`src/sfc_map.svh`:
```
`ifndef SFC_MAP_SVH
`define SFC_MAP_SVH
`define SFC_A_MODE 8'h00
`define SFC_A_WAIT 8'h04
`define SFC_A_FC1 8'h08
`define SFC_A_FC2 8'h0C
`define SFC_A_EBS 8'h10
`define SFC_A_EBS2 8'h14
`define SFC_A_PADR 8'h18
`define SFC_A_PDAT 8'h1C
`define SFC_A_IST 8'h20
`define SFC_A_IEN 8'h24
`define SFC_A_ICLR 8'h28
`define SFC_B_EXPAND 7
`define SFC_B_GATE 4
`define SFC_B_FLASH_WE 7
`define SFC_B_SOFT_WE 6
`define SFC_B_ERASE_VFY 3
`define SFC_B_PROG_VFY 2
`define SFC_B_E 1
`define SFC_B_P 0
`define SFC_B_FAULT 7
`define SFC_B_ERASE_SU 1
`define SFC_B_PROG_SU 0
`define SFC_I_PDONE 0
`define SFC_I_EDONE 1
`define SFC_I_FAULT 2
`define SFC_WAIT_MASK 8'h3F
`define SFC_FC1_MASK 8'hCF
`define SFC_RST_BYTE 8'h00
`define SFC_RST_ADDR 16'h0000
`define SFC_RST_IRQ 3'b000
`define SFC_BOOT_PINS 5'b0_0111
`define SFC_BLK0_LO 16'h0000
`define SFC_BLK0_HI 16'h03FF
`define SFC_BLK1_LO 16'h0400
`define SFC_BLK1_HI 16'h07FF
`define SFC_BLK2_LO 16'h0800
`define SFC_BLK2_HI 16'h08FF
`define SFC_BLK3_LO 16'h0C00
`define SFC_BLK3_HI 16'h0FFF
`define SFC_BLK4_LO 16'h1000
`define SFC_BLK4_HI 16'h7FFF
`define SFC_BLK5_LO 16'h8000
`define SFC_BLK5_HI 16'hBFFF
`define SFC_BLK6_LO 16'hC000
`define SFC_BLK6_HI 16'hEF7F
`define SFC_BLK7_LO 16'hEF00
`define SFC_BLK7_HI 16'hF77F
`define SFC_CLK_NS 100
`define SFC_RESW_NS 2000
`define SFC_RESW_CYC ((`SFC_RESW_NS + `SFC_CLK_NS - 1) / `SFC_CLK_NS)
`define SFC_MDS_NS 400
`define SFC_MDS_CYC ((`SFC_MDS_NS + `SFC_CLK_NS - 1) / `SFC_CLK_NS)
`endif

```
`src/sfc_pkg.sv`:
```
package sfc_pkg;
  typedef enum logic [1:0] {SFC_IDLE, SFC_PROG, SFC_ERASE} sfc_state_type;
  typedef logic [7:0] sfc_byte_type;
  typedef logic [15:0] sfc_addr_type;
endpackage

```
`src/sfc_pgm_buffer.sv`:
```
module sfc_pgm_buffer #(
  parameter int WIDTH = 8,
  parameter int DEPTH = 32
) (
  // Clock and reset.
  input wire logic clk,
  input wire logic rst_b,
  // Write port.
  input wire logic wr_en,
  input wire logic [$clog2(DEPTH)-1:0] wr_addr,
  input wire logic [WIDTH-1:0] wr_data,
  // Read port.
  input wire logic [$clog2(DEPTH)-1:0] rd_addr,
  output logic [WIDTH-1:0] rd_data
);
  logic [WIDTH-1:0] mem [DEPTH];

  if (DEPTH < 2 || WIDTH < 1) begin : g_chk
    $error("sfc_pgm_buffer: unsupported size");
  end

  always_ff @(posedge clk) begin
    if (wr_en) begin
      mem[wr_addr] <= wr_data;
    end
  end

  always_ff @(posedge clk) begin
    if (!rst_b) begin
      rd_data <= '0;
    end else begin
      rd_data <= mem[rd_addr];
    end
  end
endmodule

```
`src/sfc_strap_capture.sv`:
```
`include "sfc_map.svh"
module sfc_strap_capture (
  // Clock and reset.
  input wire logic clk,
  input wire logic rst_b,
  // Pins.
  input wire logic [4:0] pins,
  // Captured mode.
  output logic [1:0] mode_status,
  output logic boot
);
  logic armed_q;

  // Pins are caught once, at the first edge after reset release.
  always_ff @(posedge clk) begin
    if (!rst_b) begin
      armed_q <= 1'b0;
      mode_status <= 2'b00;
      boot <= 1'b0;
    end else if (!armed_q) begin
      armed_q <= 1'b1;
      mode_status <= pins[4:3];
      boot <= (pins == `SFC_BOOT_PINS);
    end
  end
endmodule

```
`src/sfc_flash_ctrl.sv`:
```
// What this block does
// - Boot mode when pins mode1,mode0,strap2..0 read 0,0,1,1,1 at release.
// - Programming runs without any erase block being selected.
// - User programming mode changes only through software control bit writes.
// - One program operation writes 32 bytes.
// - Mode register: expanded bus enable bit 7, mode status bits 1 and 0.
// - Wait register bit 4 opens access to the flash control registers.
// - Control one: flash write enable bit 7, software write enable bit 6.
// - Control two bit 7 shows the flash fault flag.
// - Control two: erase setup bit 1, program setup bit 0.
// - Low four erase selects cover 1-kbyte blocks from address zero, except select 2 at 0800-08FF.
// - Upper four erase selects cover the larger blocks from 1000 upward.
// - The second erase block register address stays unimplemented.
`include "sfc_map.svh"
module sfc_flash_ctrl
  import sfc_pkg::*;
#(
  parameter int PGM_BYTES = 32
) (
  // Clock and reset.
  input wire logic REF_CLK,
  input wire logic RST_B,
  // Mode and strap pins.
  input wire logic MODE_SELECT_PIN_1,
  input wire logic MODE_SELECT_PIN_0,
  input wire logic BOOT_STRAP_PIN_2,
  input wire logic BOOT_STRAP_PIN_1,
  input wire logic BOOT_STRAP_PIN_0,
  // APB slave.
  input wire logic PSEL,
  input wire logic PENABLE,
  input wire logic PWRITE,
  input wire logic [7:0] PADDR,
  input wire logic [31:0] PWDATA,
  output logic PREADY,
  output logic PSLVERR,
  output logic [31:0] PRDATA,
  // Flash array program port.
  output logic FLASH_WR_STB,
  output sfc_pkg::sfc_addr_type FLASH_WR_ADDR,
  output sfc_pkg::sfc_byte_type FLASH_WR_DATA,
  // Flash array erase port.
  output logic FLASH_ERASE_STB,
  output sfc_pkg::sfc_addr_type FLASH_ERASE_LO,
  output sfc_pkg::sfc_addr_type FLASH_ERASE_HI,
  // Flash array verify modes.
  output logic FLASH_VERIFY_ERASE,
  output logic FLASH_VERIFY_PGM,
  // Operating mode.
  output logic EXPANDED_MODE,
  output logic BOOT_MODE,
  output logic USER_PGM_MODE,
  // Interrupt.
  output logic IRQ
);
  import sfc_pkg::*;

  localparam int PW = $clog2(PGM_BYTES);
  localparam logic [PW-1:0] PTR_LAST = PW'(PGM_BYTES - 1);
  localparam sfc_addr_type EB_LO [8] = '{
    `SFC_BLK0_LO, `SFC_BLK1_LO, `SFC_BLK2_LO, `SFC_BLK3_LO,
    `SFC_BLK4_LO, `SFC_BLK5_LO, `SFC_BLK6_LO, `SFC_BLK7_LO
  };
  localparam sfc_addr_type EB_HI [8] = '{
    `SFC_BLK0_HI, `SFC_BLK1_HI, `SFC_BLK2_HI, `SFC_BLK3_HI,
    `SFC_BLK4_HI, `SFC_BLK5_HI, `SFC_BLK6_HI, `SFC_BLK7_HI
  };

  if (PGM_BYTES != 32) begin : g_chk
    $error("sfc_flash_ctrl: program unit must be 32 bytes");
  end

  // Bus state.
  logic pready_q;
  logic pslverr_q;
  logic [31:0] prdata_q;

  // Software registers.
  logic expand_q;
  sfc_byte_type wait_q;
  sfc_byte_type fc1_q;
  logic erase_setup_q;
  logic program_setup_q;
  logic fault_q;
  sfc_byte_type ebs_q;
  sfc_addr_type padr_q;
  logic [PW-1:0] fill_q;
  logic [2:0] ist_q;
  logic [2:0] ien_q;
  logic irq_q;

  // Sequencer.
  sfc_state_type state_q;
  sfc_state_type state_d;
  logic [PW-1:0] ptr_q;
  logic [2:0] blk_q;
  logic wr_stb_q;
  sfc_addr_type wr_addr_q;
  logic er_stb_q;
  sfc_addr_type er_lo_q;
  sfc_addr_type er_hi_q;

  // Captured pins and program buffer read data.
  logic [1:0] mode_status;
  logic boot_w;
  sfc_byte_type buf_rd;

  // Access decode.
  wire access = PSEL & PENABLE;
  wire done = access & pready_q;
  wire wr = done & PWRITE;
  wire gate = wait_q[`SFC_B_GATE];
  wire hit_mode = (PADDR == `SFC_A_MODE);
  wire hit_wait = (PADDR == `SFC_A_WAIT);
  wire hit_fc1 = (PADDR == `SFC_A_FC1);
  wire hit_fc2 = (PADDR == `SFC_A_FC2);
  wire hit_ebs = (PADDR == `SFC_A_EBS);
  wire hit_ebs2 = (PADDR == `SFC_A_EBS2);
  wire hit_padr = (PADDR == `SFC_A_PADR);
  wire hit_pdat = (PADDR == `SFC_A_PDAT);
  wire hit_ist = (PADDR == `SFC_A_IST);
  wire hit_ien = (PADDR == `SFC_A_IEN);
  wire hit_iclr = (PADDR == `SFC_A_ICLR);
  wire mapped = hit_mode | hit_wait | hit_fc1 | hit_fc2 | hit_ebs | hit_ebs2 |
                hit_padr | hit_pdat | hit_ist | hit_ien | hit_iclr;
  wire idle = (state_q == SFC_IDLE);
  wire [7:0] wd = PWDATA[7:0];

  // Writes gated by wait register bit 4, except the interrupt clear write.
  wire wr_fc1 = wr & hit_fc1 & gate;
  wire wr_fc2 = wr & hit_fc2 & gate;
  wire wr_ebs = wr & hit_ebs & gate & idle;
  wire wr_padr = wr & hit_padr & gate & idle;
  wire wr_pdat = wr & hit_pdat & gate & idle;
  wire wr_iclr = wr & hit_iclr;

  // Start requests, taken on a rising start bit.
  wire go_prog = wr_fc1 & wd[`SFC_B_P] & ~fc1_q[`SFC_B_P];
  wire go_erase = wr_fc1 & wd[`SFC_B_E] & ~fc1_q[`SFC_B_E];
  wire en_ok = wd[`SFC_B_FLASH_WE] & wd[`SFC_B_SOFT_WE];
  wire prog_ok = idle & en_ok & program_setup_q;
  wire erase_ok = idle & en_ok & erase_setup_q;
  wire start_prog = go_prog & prog_ok & ~go_erase;
  wire start_erase = go_erase & erase_ok & ~go_prog;
  wire bad_start = (go_prog | go_erase) & ~start_prog & ~start_erase;

  // Sequencer progress.
  wire prog_end = (state_q == SFC_PROG) & (ptr_q == PTR_LAST);
  wire erase_end = (state_q == SFC_ERASE) & (blk_q == 3'd7);
  wire [2:0] irq_set = {bad_start, erase_end, prog_end};
  wire [2:0] irq_clr = wr_iclr ? PWDATA[2:0] : 3'b000;
  wire [2:0] ist_d = (ist_q & ~irq_clr) | irq_set;
  wire fault_clr = wr_fc1 & ~wd[`SFC_B_SOFT_WE];
  wire fault_d = (fault_q & ~fault_clr) | bad_start;

  // Read selection.
  wire [7:0] rd_mode = {expand_q, 5'b0_0000, mode_status};
  wire [7:0] rd_fc1 = gate ? fc1_q : `SFC_RST_BYTE;
  wire [7:0] rd_fc2 = gate ? {fault_q, 5'b0_0000, erase_setup_q, program_setup_q} : `SFC_RST_BYTE;
  wire [7:0] rd_ebs = gate ? ebs_q : `SFC_RST_BYTE;
  wire [15:0] rd_16 = hit_padr ? padr_q :
                      hit_mode ? {8'h00, rd_mode} :
                      hit_wait ? {8'h00, wait_q} :
                      hit_fc1 ? {8'h00, rd_fc1} :
                      hit_fc2 ? {8'h00, rd_fc2} :
                      hit_ebs ? {8'h00, rd_ebs} :
                      hit_ist ? {13'h0000, ist_q} :
                      hit_ien ? {13'h0000, ien_q} : 16'h0000;
  wire [31:0] rdata_d = (access & ~pready_q & ~PWRITE & mapped) ? {16'h0000, rd_16} : 32'h0000_0000;

  always_comb begin
    state_d = state_q;
    case (state_q)
      SFC_IDLE: begin
        if (start_prog) begin
          state_d = SFC_PROG;
        end else if (start_erase) begin
          state_d = SFC_ERASE;
        end
      end
      SFC_PROG: begin
        if (prog_end) begin
          state_d = SFC_IDLE;
        end
      end
      SFC_ERASE: begin
        if (erase_end) begin
          state_d = SFC_IDLE;
        end
      end
      default: begin
        state_d = SFC_IDLE;
      end
    endcase
  end

  // Answer one cycle into the access phase.
  always_ff @(posedge REF_CLK) begin
    if (!RST_B) begin
      pready_q <= 1'b0;
      pslverr_q <= 1'b0;
      prdata_q <= 32'h0000_0000;
    end else begin
      pready_q <= access & ~pready_q;
      pslverr_q <= access & ~pready_q & ~mapped;
      prdata_q <= rdata_d;
    end
  end

  // Mode and gate registers.
  always_ff @(posedge REF_CLK) begin
    if (!RST_B) begin
      expand_q <= 1'b0;
      wait_q <= `SFC_RST_BYTE;
    end else begin
      if (wr & hit_mode) begin
        expand_q <= wd[`SFC_B_EXPAND];
      end
      if (wr & hit_wait) begin
        wait_q <= wd & `SFC_WAIT_MASK;
      end
    end
  end

  // Flash control registers.
  always_ff @(posedge REF_CLK) begin
    if (!RST_B) begin
      fc1_q <= `SFC_RST_BYTE;
      erase_setup_q <= 1'b0;
      program_setup_q <= 1'b0;
      fault_q <= 1'b0;
      ebs_q <= `SFC_RST_BYTE;
    end else begin
      if (wr_fc1) begin
        fc1_q <= wd & `SFC_FC1_MASK;
      end
      if (wr_fc2) begin
        erase_setup_q <= wd[`SFC_B_ERASE_SU];
        program_setup_q <= wd[`SFC_B_PROG_SU];
      end
      fault_q <= fault_d;
      if (wr_ebs) begin
        ebs_q <= wd;
      end
    end
  end

  // Program buffer fill.
  always_ff @(posedge REF_CLK) begin
    if (!RST_B) begin
      padr_q <= `SFC_RST_ADDR;
      fill_q <= '0;
    end else if (wr_padr) begin
      padr_q <= {PWDATA[15:PW], PW'(0)};
      fill_q <= '0;
    end else if (wr_pdat) begin
      fill_q <= fill_q + PW'(1);
    end
  end

  // Interrupt registers; a set in the cycle of a clear wins.
  always_ff @(posedge REF_CLK) begin
    if (!RST_B) begin
      ist_q <= `SFC_RST_IRQ;
      ien_q <= `SFC_RST_IRQ;
      irq_q <= 1'b0;
    end else begin
      ist_q <= ist_d;
      if (wr & hit_ien) begin
        ien_q <= PWDATA[2:0];
      end
      irq_q <= |(ist_d & ien_q);
    end
  end

  // Sequencer walking bytes or erase blocks.
  always_ff @(posedge REF_CLK) begin
    if (!RST_B) begin
      state_q <= SFC_IDLE;
      ptr_q <= '0;
      blk_q <= 3'd0;
    end else begin
      state_q <= state_d;
      if (state_q == SFC_PROG) begin
        ptr_q <= ptr_q + PW'(1);
      end else begin
        ptr_q <= '0;
      end
      if (state_q == SFC_ERASE) begin
        blk_q <= blk_q + 3'd1;
      end else begin
        blk_q <= 3'd0;
      end
    end
  end

  // Flash array strobes.
  always_ff @(posedge REF_CLK) begin
    if (!RST_B) begin
      wr_stb_q <= 1'b0;
      wr_addr_q <= `SFC_RST_ADDR;
      er_stb_q <= 1'b0;
      er_lo_q <= `SFC_RST_ADDR;
      er_hi_q <= `SFC_RST_ADDR;
    end else begin
      wr_stb_q <= (state_q == SFC_PROG);
      wr_addr_q <= {padr_q[15:PW], ptr_q};
      er_stb_q <= (state_q == SFC_ERASE) & ebs_q[blk_q];
      er_lo_q <= EB_LO[blk_q];
      er_hi_q <= EB_HI[blk_q];
    end
  end

  sfc_pgm_buffer #(
    .WIDTH(8),
    .DEPTH(PGM_BYTES)
  ) u_buf (
    .clk(REF_CLK),
    .rst_b(RST_B),
    .wr_en(wr_pdat),
    .wr_addr(fill_q),
    .wr_data(wd),
    .rd_addr(ptr_q),
    .rd_data(buf_rd)
  );

  sfc_strap_capture u_strap (
    .clk(REF_CLK),
    .rst_b(RST_B),
    .pins({MODE_SELECT_PIN_1, MODE_SELECT_PIN_0, BOOT_STRAP_PIN_2, BOOT_STRAP_PIN_1, BOOT_STRAP_PIN_0}),
    .mode_status(mode_status),
    .boot(boot_w)
  );

  // Outputs straight from flip-flops.
  assign PREADY = pready_q;
  assign PSLVERR = pslverr_q;
  assign PRDATA = prdata_q;
  assign FLASH_WR_STB = wr_stb_q;
  assign FLASH_WR_ADDR = wr_addr_q;
  assign FLASH_WR_DATA = buf_rd;
  assign FLASH_ERASE_STB = er_stb_q;
  assign FLASH_ERASE_LO = er_lo_q;
  assign FLASH_ERASE_HI = er_hi_q;
  assign FLASH_VERIFY_ERASE = fc1_q[`SFC_B_ERASE_VFY];
  assign FLASH_VERIFY_PGM = fc1_q[`SFC_B_PROG_VFY];
  assign EXPANDED_MODE = expand_q;
  assign BOOT_MODE = boot_w;
  assign USER_PGM_MODE = fc1_q[`SFC_B_SOFT_WE];
  assign IRQ = irq_q;
endmodule

```
`config.mk`:
```
export PLATFORM = sky130hd
export DESIGN_NAME = sfc_flash_ctrl
export DESIGN_NICKNAME = d
export VERILOG_FILES = /design/src/sfc_pkg.sv /design/src/sfc_pgm_buffer.sv /design/src/sfc_strap_capture.sv /design/src/sfc_flash_ctrl.sv
export VERILOG_INCLUDE_DIRS = /design/src
export SDC_FILE = /design/constraint.sdc
export NUM_CORES = 1
export LEC_CHECK = 0
export BUFFER_PORTS_ARGS = -buffer_cell sky130_fd_sc_hd__buf_2
export CORE_AREA = 2 2 130 227
export CTS_CLUSTER_SIZE = 14
export DETAILED_ROUTE_END_ITERATION = 8
export DIE_AREA = 0 0 132 229
export GPL_TIMING_DRIVEN = 0
export PLACE_DENSITY = 0.75
export SYNTH_ARGS = -nofsm -noshare
export SYNTH_HDL_FRONTEND = slang
export SYNTH_HIERARCHICAL = 1
export SYNTH_SLANG_ARGS = --single-unit
```
`constraint.sdc`:
```
create_clock -name REF_CLK -period 2.8 [get_ports REF_CLK]
set_input_delay 0.42 -clock REF_CLK [delete_from_list [all_inputs] [get_ports REF_CLK]]
set_output_delay 0.42 -clock REF_CLK [all_outputs]
set_load 0.1 [all_outputs]
```
==> qor.txt <==
==========================================================================================
Status                                                                           completed
Setup-violating endpoint count in the final report                                       0
Most instantiated flip-flop cell in the synthesis netlist                     sky130_fd_sc_hd__edfxtp_1
Reported max-cap violation count                                                         0
Via count                                                                            8,534
Clk buf depth                                                                            3
Data required time at the worst endpoint                                           2.96 ns
Maximum number of pins on one net before global-route repair                            40
Hold Crit Class                                                               primary input to register
Mapped Cells                                                                           956
Final count of pins violating max slew                                                   0
Number of core rows                                                                     82
Number of global-route vias before repair                                            8,574
Crit Path Class                                                               register to register
Count of hold buffers inserted by post-cts repair                                        0
Post-DR wirelength/cell                                                            22.0 um
Type of origin of the critical path                                               register
DR top layer                                                                          met4
Number of buffer cells added on primary ports                                          105
Clock tree from TritonCTS                                                              yes
Core region area                                                              0.0284 sq mm
Die ar.                                                                       0.0302 sq mm
Net total in the final layout                                                        1,183
Die outline height                                                                  229 um
Ranking of synthesized cells by instance count                                256 x sky130_fd_sc_hd__edfxtp_1, 119 x sky130_fd_sc_hd__dfxtp_1, 60 x sky130_fd_sc_hd__nor2_1
Share of Yosys cell area claimed by the top area cell type                           0.517
Max_slew headroom                                                                    0.442
P_leak                                                                             5.93 nW
Hold violation total from the final report                                               0
I/O pins                                                                               148
Top fanout value on the critical path                                                    8
Most area-consuming cells after synthesis                                     sky130_fd_sc_hd__edfxtp_1 52%, sky130_fd_sc_hd__dfxtp_1 16%, sky130_fd_sc_hd__mux4_2 6.4%, sky130_fd_sc_hd__mux4_1 2.8%, sky130_fd_sc_hd__mux2i_1 2.8%
Residual antenna-violating net count after detailed routing                              0
GRT Util Overall                                                                     0.221
Iter 0 DRT Violations                                                                  564
Portion of the clock cycle consumed by the worst path in the final layout            0.965
Number of synthesized flops with an enable pin                                         256
Kind of end point of the critical path                                            register
M1 wire length                                                                   11,400 um
Most frequent cell after synthesis                                            sky130_fd_sc_hd__edfxtp_1
Final clock skew                                                                 0.0101 ns
Setup WS post-layout                                                             0.0993 ns
Clock edge transition at the registers on the reported setup and hold paths        0.06 ns
Transition time at the pin with the least slew margin                             0.837 ns
Setup repair after global routing missed its margin                                    yes
Insertion delay of the later-clocked pin in the worst-skew pair                    0.52 ns
Setup slack at placement                                                         -0.835 ns
Final Wtd Congestion                                                                 0.922
Crit path DAT                                                                      2.86 ns
Number of flip-flops and latches in the synthesized netlist                            375
Effective utilization at floorplan                                                   0.523
Root Driver                                                                   sky130_fd_sc_hd__clkbuf_16
Post-synth top area cell                                                      sky130_fd_sc_hd__edfxtp_1
Overall die width                                                                   132 um
Proportion of synthesized flip-flops having asynchronous set or reset                    0
Count of unique library cells instantiated by Yosys                                     67
Initial antenna violation count                                                          0
Routed wire length                                                               33,500 um
VDD IR max                                                                      0.000477 V
Wire length of the first global-routing pass                                     50,200 um
Highest achievable clock rate                                                    0.370 GHz
Total inserted antenna cells                                                             0
DR DRC count                                                                             0
Finished Core Util                                                                   0.605
DRT Pass-1 Iters                                                                         5
Clock Sinks                                                                            375
Sequential-to-total area share from yosys stat                                       0.677
Growth of design area from synthesis to finish                                       15.6%
Post-Synthesis Cell Area                                                      0.0149 sq mm
Avg Vias per Cell                                                                     5.60
Mean post-synth cell area                                                       15.6 sq um
Final period demand of the worst path                                              2.70 ns
Power per cell area                                                            624 mW/mm^2
Total met3 wirelength after detailed routing                                       1540 um
Met2 layer wire length in the routed design                                      18,900 um
Worst hold slack across all endpoints                                             0.153 ns
Number of buffers inserted during clock tree synthesis                                  34
Number of levels in the clock H-tree                                                     2
Count of warnings emitted by yosys                                                       6
Detailed placement HPWL                                                          22,700 um
Total congestion overflow                                                                0
Share of cells above drive strength 1                                                0.275
==========================================================================================
==> per-stage QoR <==
stage	setup TNS, ns	std cells	cell area [sq um]	power (W)
CTS	0	1523	17200	0.0108
global route	-2.03	1523	17200	0.0110
global placement	-150.29	1462	16000	0.00649
floorplan	-2.57	979	15000	0.00636
finish	0	1523	17200	0.0107
detailed placement	-188.11	1462	16000	0.00650
==> state kept, by name (all words and copies together) (netlist names), 2 cells and up <==
signal and count:
fc1_q 6, FLASH_WR_ADDR 16, fill_q 5, u_strap/mode_status 2, FLASH_ERASE_HI 8, ien_q 3
blk_q 3, padr_q 11, ptr_q 5, u_buf/rd_data 8, ist_q 3, u_buf/mem 256
state_q 2, wait_q 6, FLASH_ERASE_LO 6, ebs_q 8, PRDATA 16
==> timing repair <==
action,CTS,global route
resized for setup,41,1
pin swaps,1,0
setup endpoints to repair,256,95
buffers inserted,5,0
==> where the power goes <==
part	internal [W]	total [W]	switching, W
clock network	0.00246	0.00435	0.00190
registers	0.00592	0.00592	0.00000624
logic	0.0000817	0.000454	0.000372
total	0.00845	0.0107	0.00228
==> area by class of cell <==
type / instances / area [sq um]
flip-flops and latches: 375 / 10100
fillers: 2149 / 11200
repair buffers: 110 / 563
multi-input cells: 509 / 4500
plain buffers: 83 / 510
well taps: 378 / 473
inverters: 11 / 41.3
clock inverters: 7 / 32.5
clock buffers: 50 / 995
==> kinds of logic after synthesis <==
logic type / synth area share
buffers and inverters: 0.0374
other: 0.000252
DFF: 0.677
xor gates and xnor gates: 0.00353
AOI/OAI and AO/OA: 0.0558
adders and majority gates: 0.00757
muxes: 0.132
and+or+nand+nor: 0.0861
==> worst max-delay path, cell delays in order, from the launching register on <==
cell and delay [ns]:
sky130_fd_sc_hd__dfxtp_4 0.34, sky130_fd_sc_hd__and4_1 0.18, sky130_fd_sc_hd__clkbuf_1 0.26, sky130_fd_sc_hd__nand3_1 0.36, sky130_fd_sc_hd__nor2_4 0.29, sky130_fd_sc_hd__nand3_2 0.37, sky130_fd_sc_hd__nor2_2 0.53
==> layout by cell type (no fill, tap or decap), types with 15 or more instances in the layout <==
master                      netlist  routed
sky130_fd_sc_hd__a21boi_0        24      24
sky130_fd_sc_hd__and2_1          23      23
sky130_fd_sc_hd__buf_2            9     114
sky130_fd_sc_hd__buf_4           38      43
sky130_fd_sc_hd__clkbuf_1        26      36
sky130_fd_sc_hd__clkbuf_16        0      37
sky130_fd_sc_hd__conb_1           1      24
sky130_fd_sc_hd__dfxtp_1        119     118
sky130_fd_sc_hd__edfxtp_1       256     256
sky130_fd_sc_hd__mux2_2          17      17
sky130_fd_sc_hd__mux2i_1         41      41
sky130_fd_sc_hd__mux4_1          16      16
sky130_fd_sc_hd__mux4_2          42      42
sky130_fd_sc_hd__nand2_1         59      59
sky130_fd_sc_hd__nor2_1          60      27
sky130_fd_sc_hd__nor2_2           0      18
sky130_fd_sc_hd__nor2_4           0      15
sky130_fd_sc_hd__nor2b_1         29      29
==> final timing paths <==
| path | start | to | slack [ns] | cells past startpoint |
|---|---|---|---|---|
| setup / recovery | PREADY$_SDFF_PN0_ | u_buf/mem[11][5]$_DFFE_PP_ | 0.1 | 6 |
| hold / removal | PWDATA[9] | padr_q[9]$_SDFFE_PN0P_ | 0.15 | 3 |
| setup reg to reg | PREADY$_SDFF_PN0_ | u_buf/mem[11][5]$_DFFE_PP_ | 0.1 | 6 |
| hold reg to reg | wait_q[5]$_SDFFE_PN0P_ | wait_q[5]$_SDFFE_PN0P_ | 0.46 | 2 |
==> metal layers <==
metal,vias up,GRT usage
met3,83,0.0292
met5,-,0
met4,0,0.118
met1,4182,0.231
met2,339,0.425
li1,3930,-
No activity file was read; power rests on OpenSTA's default activity.
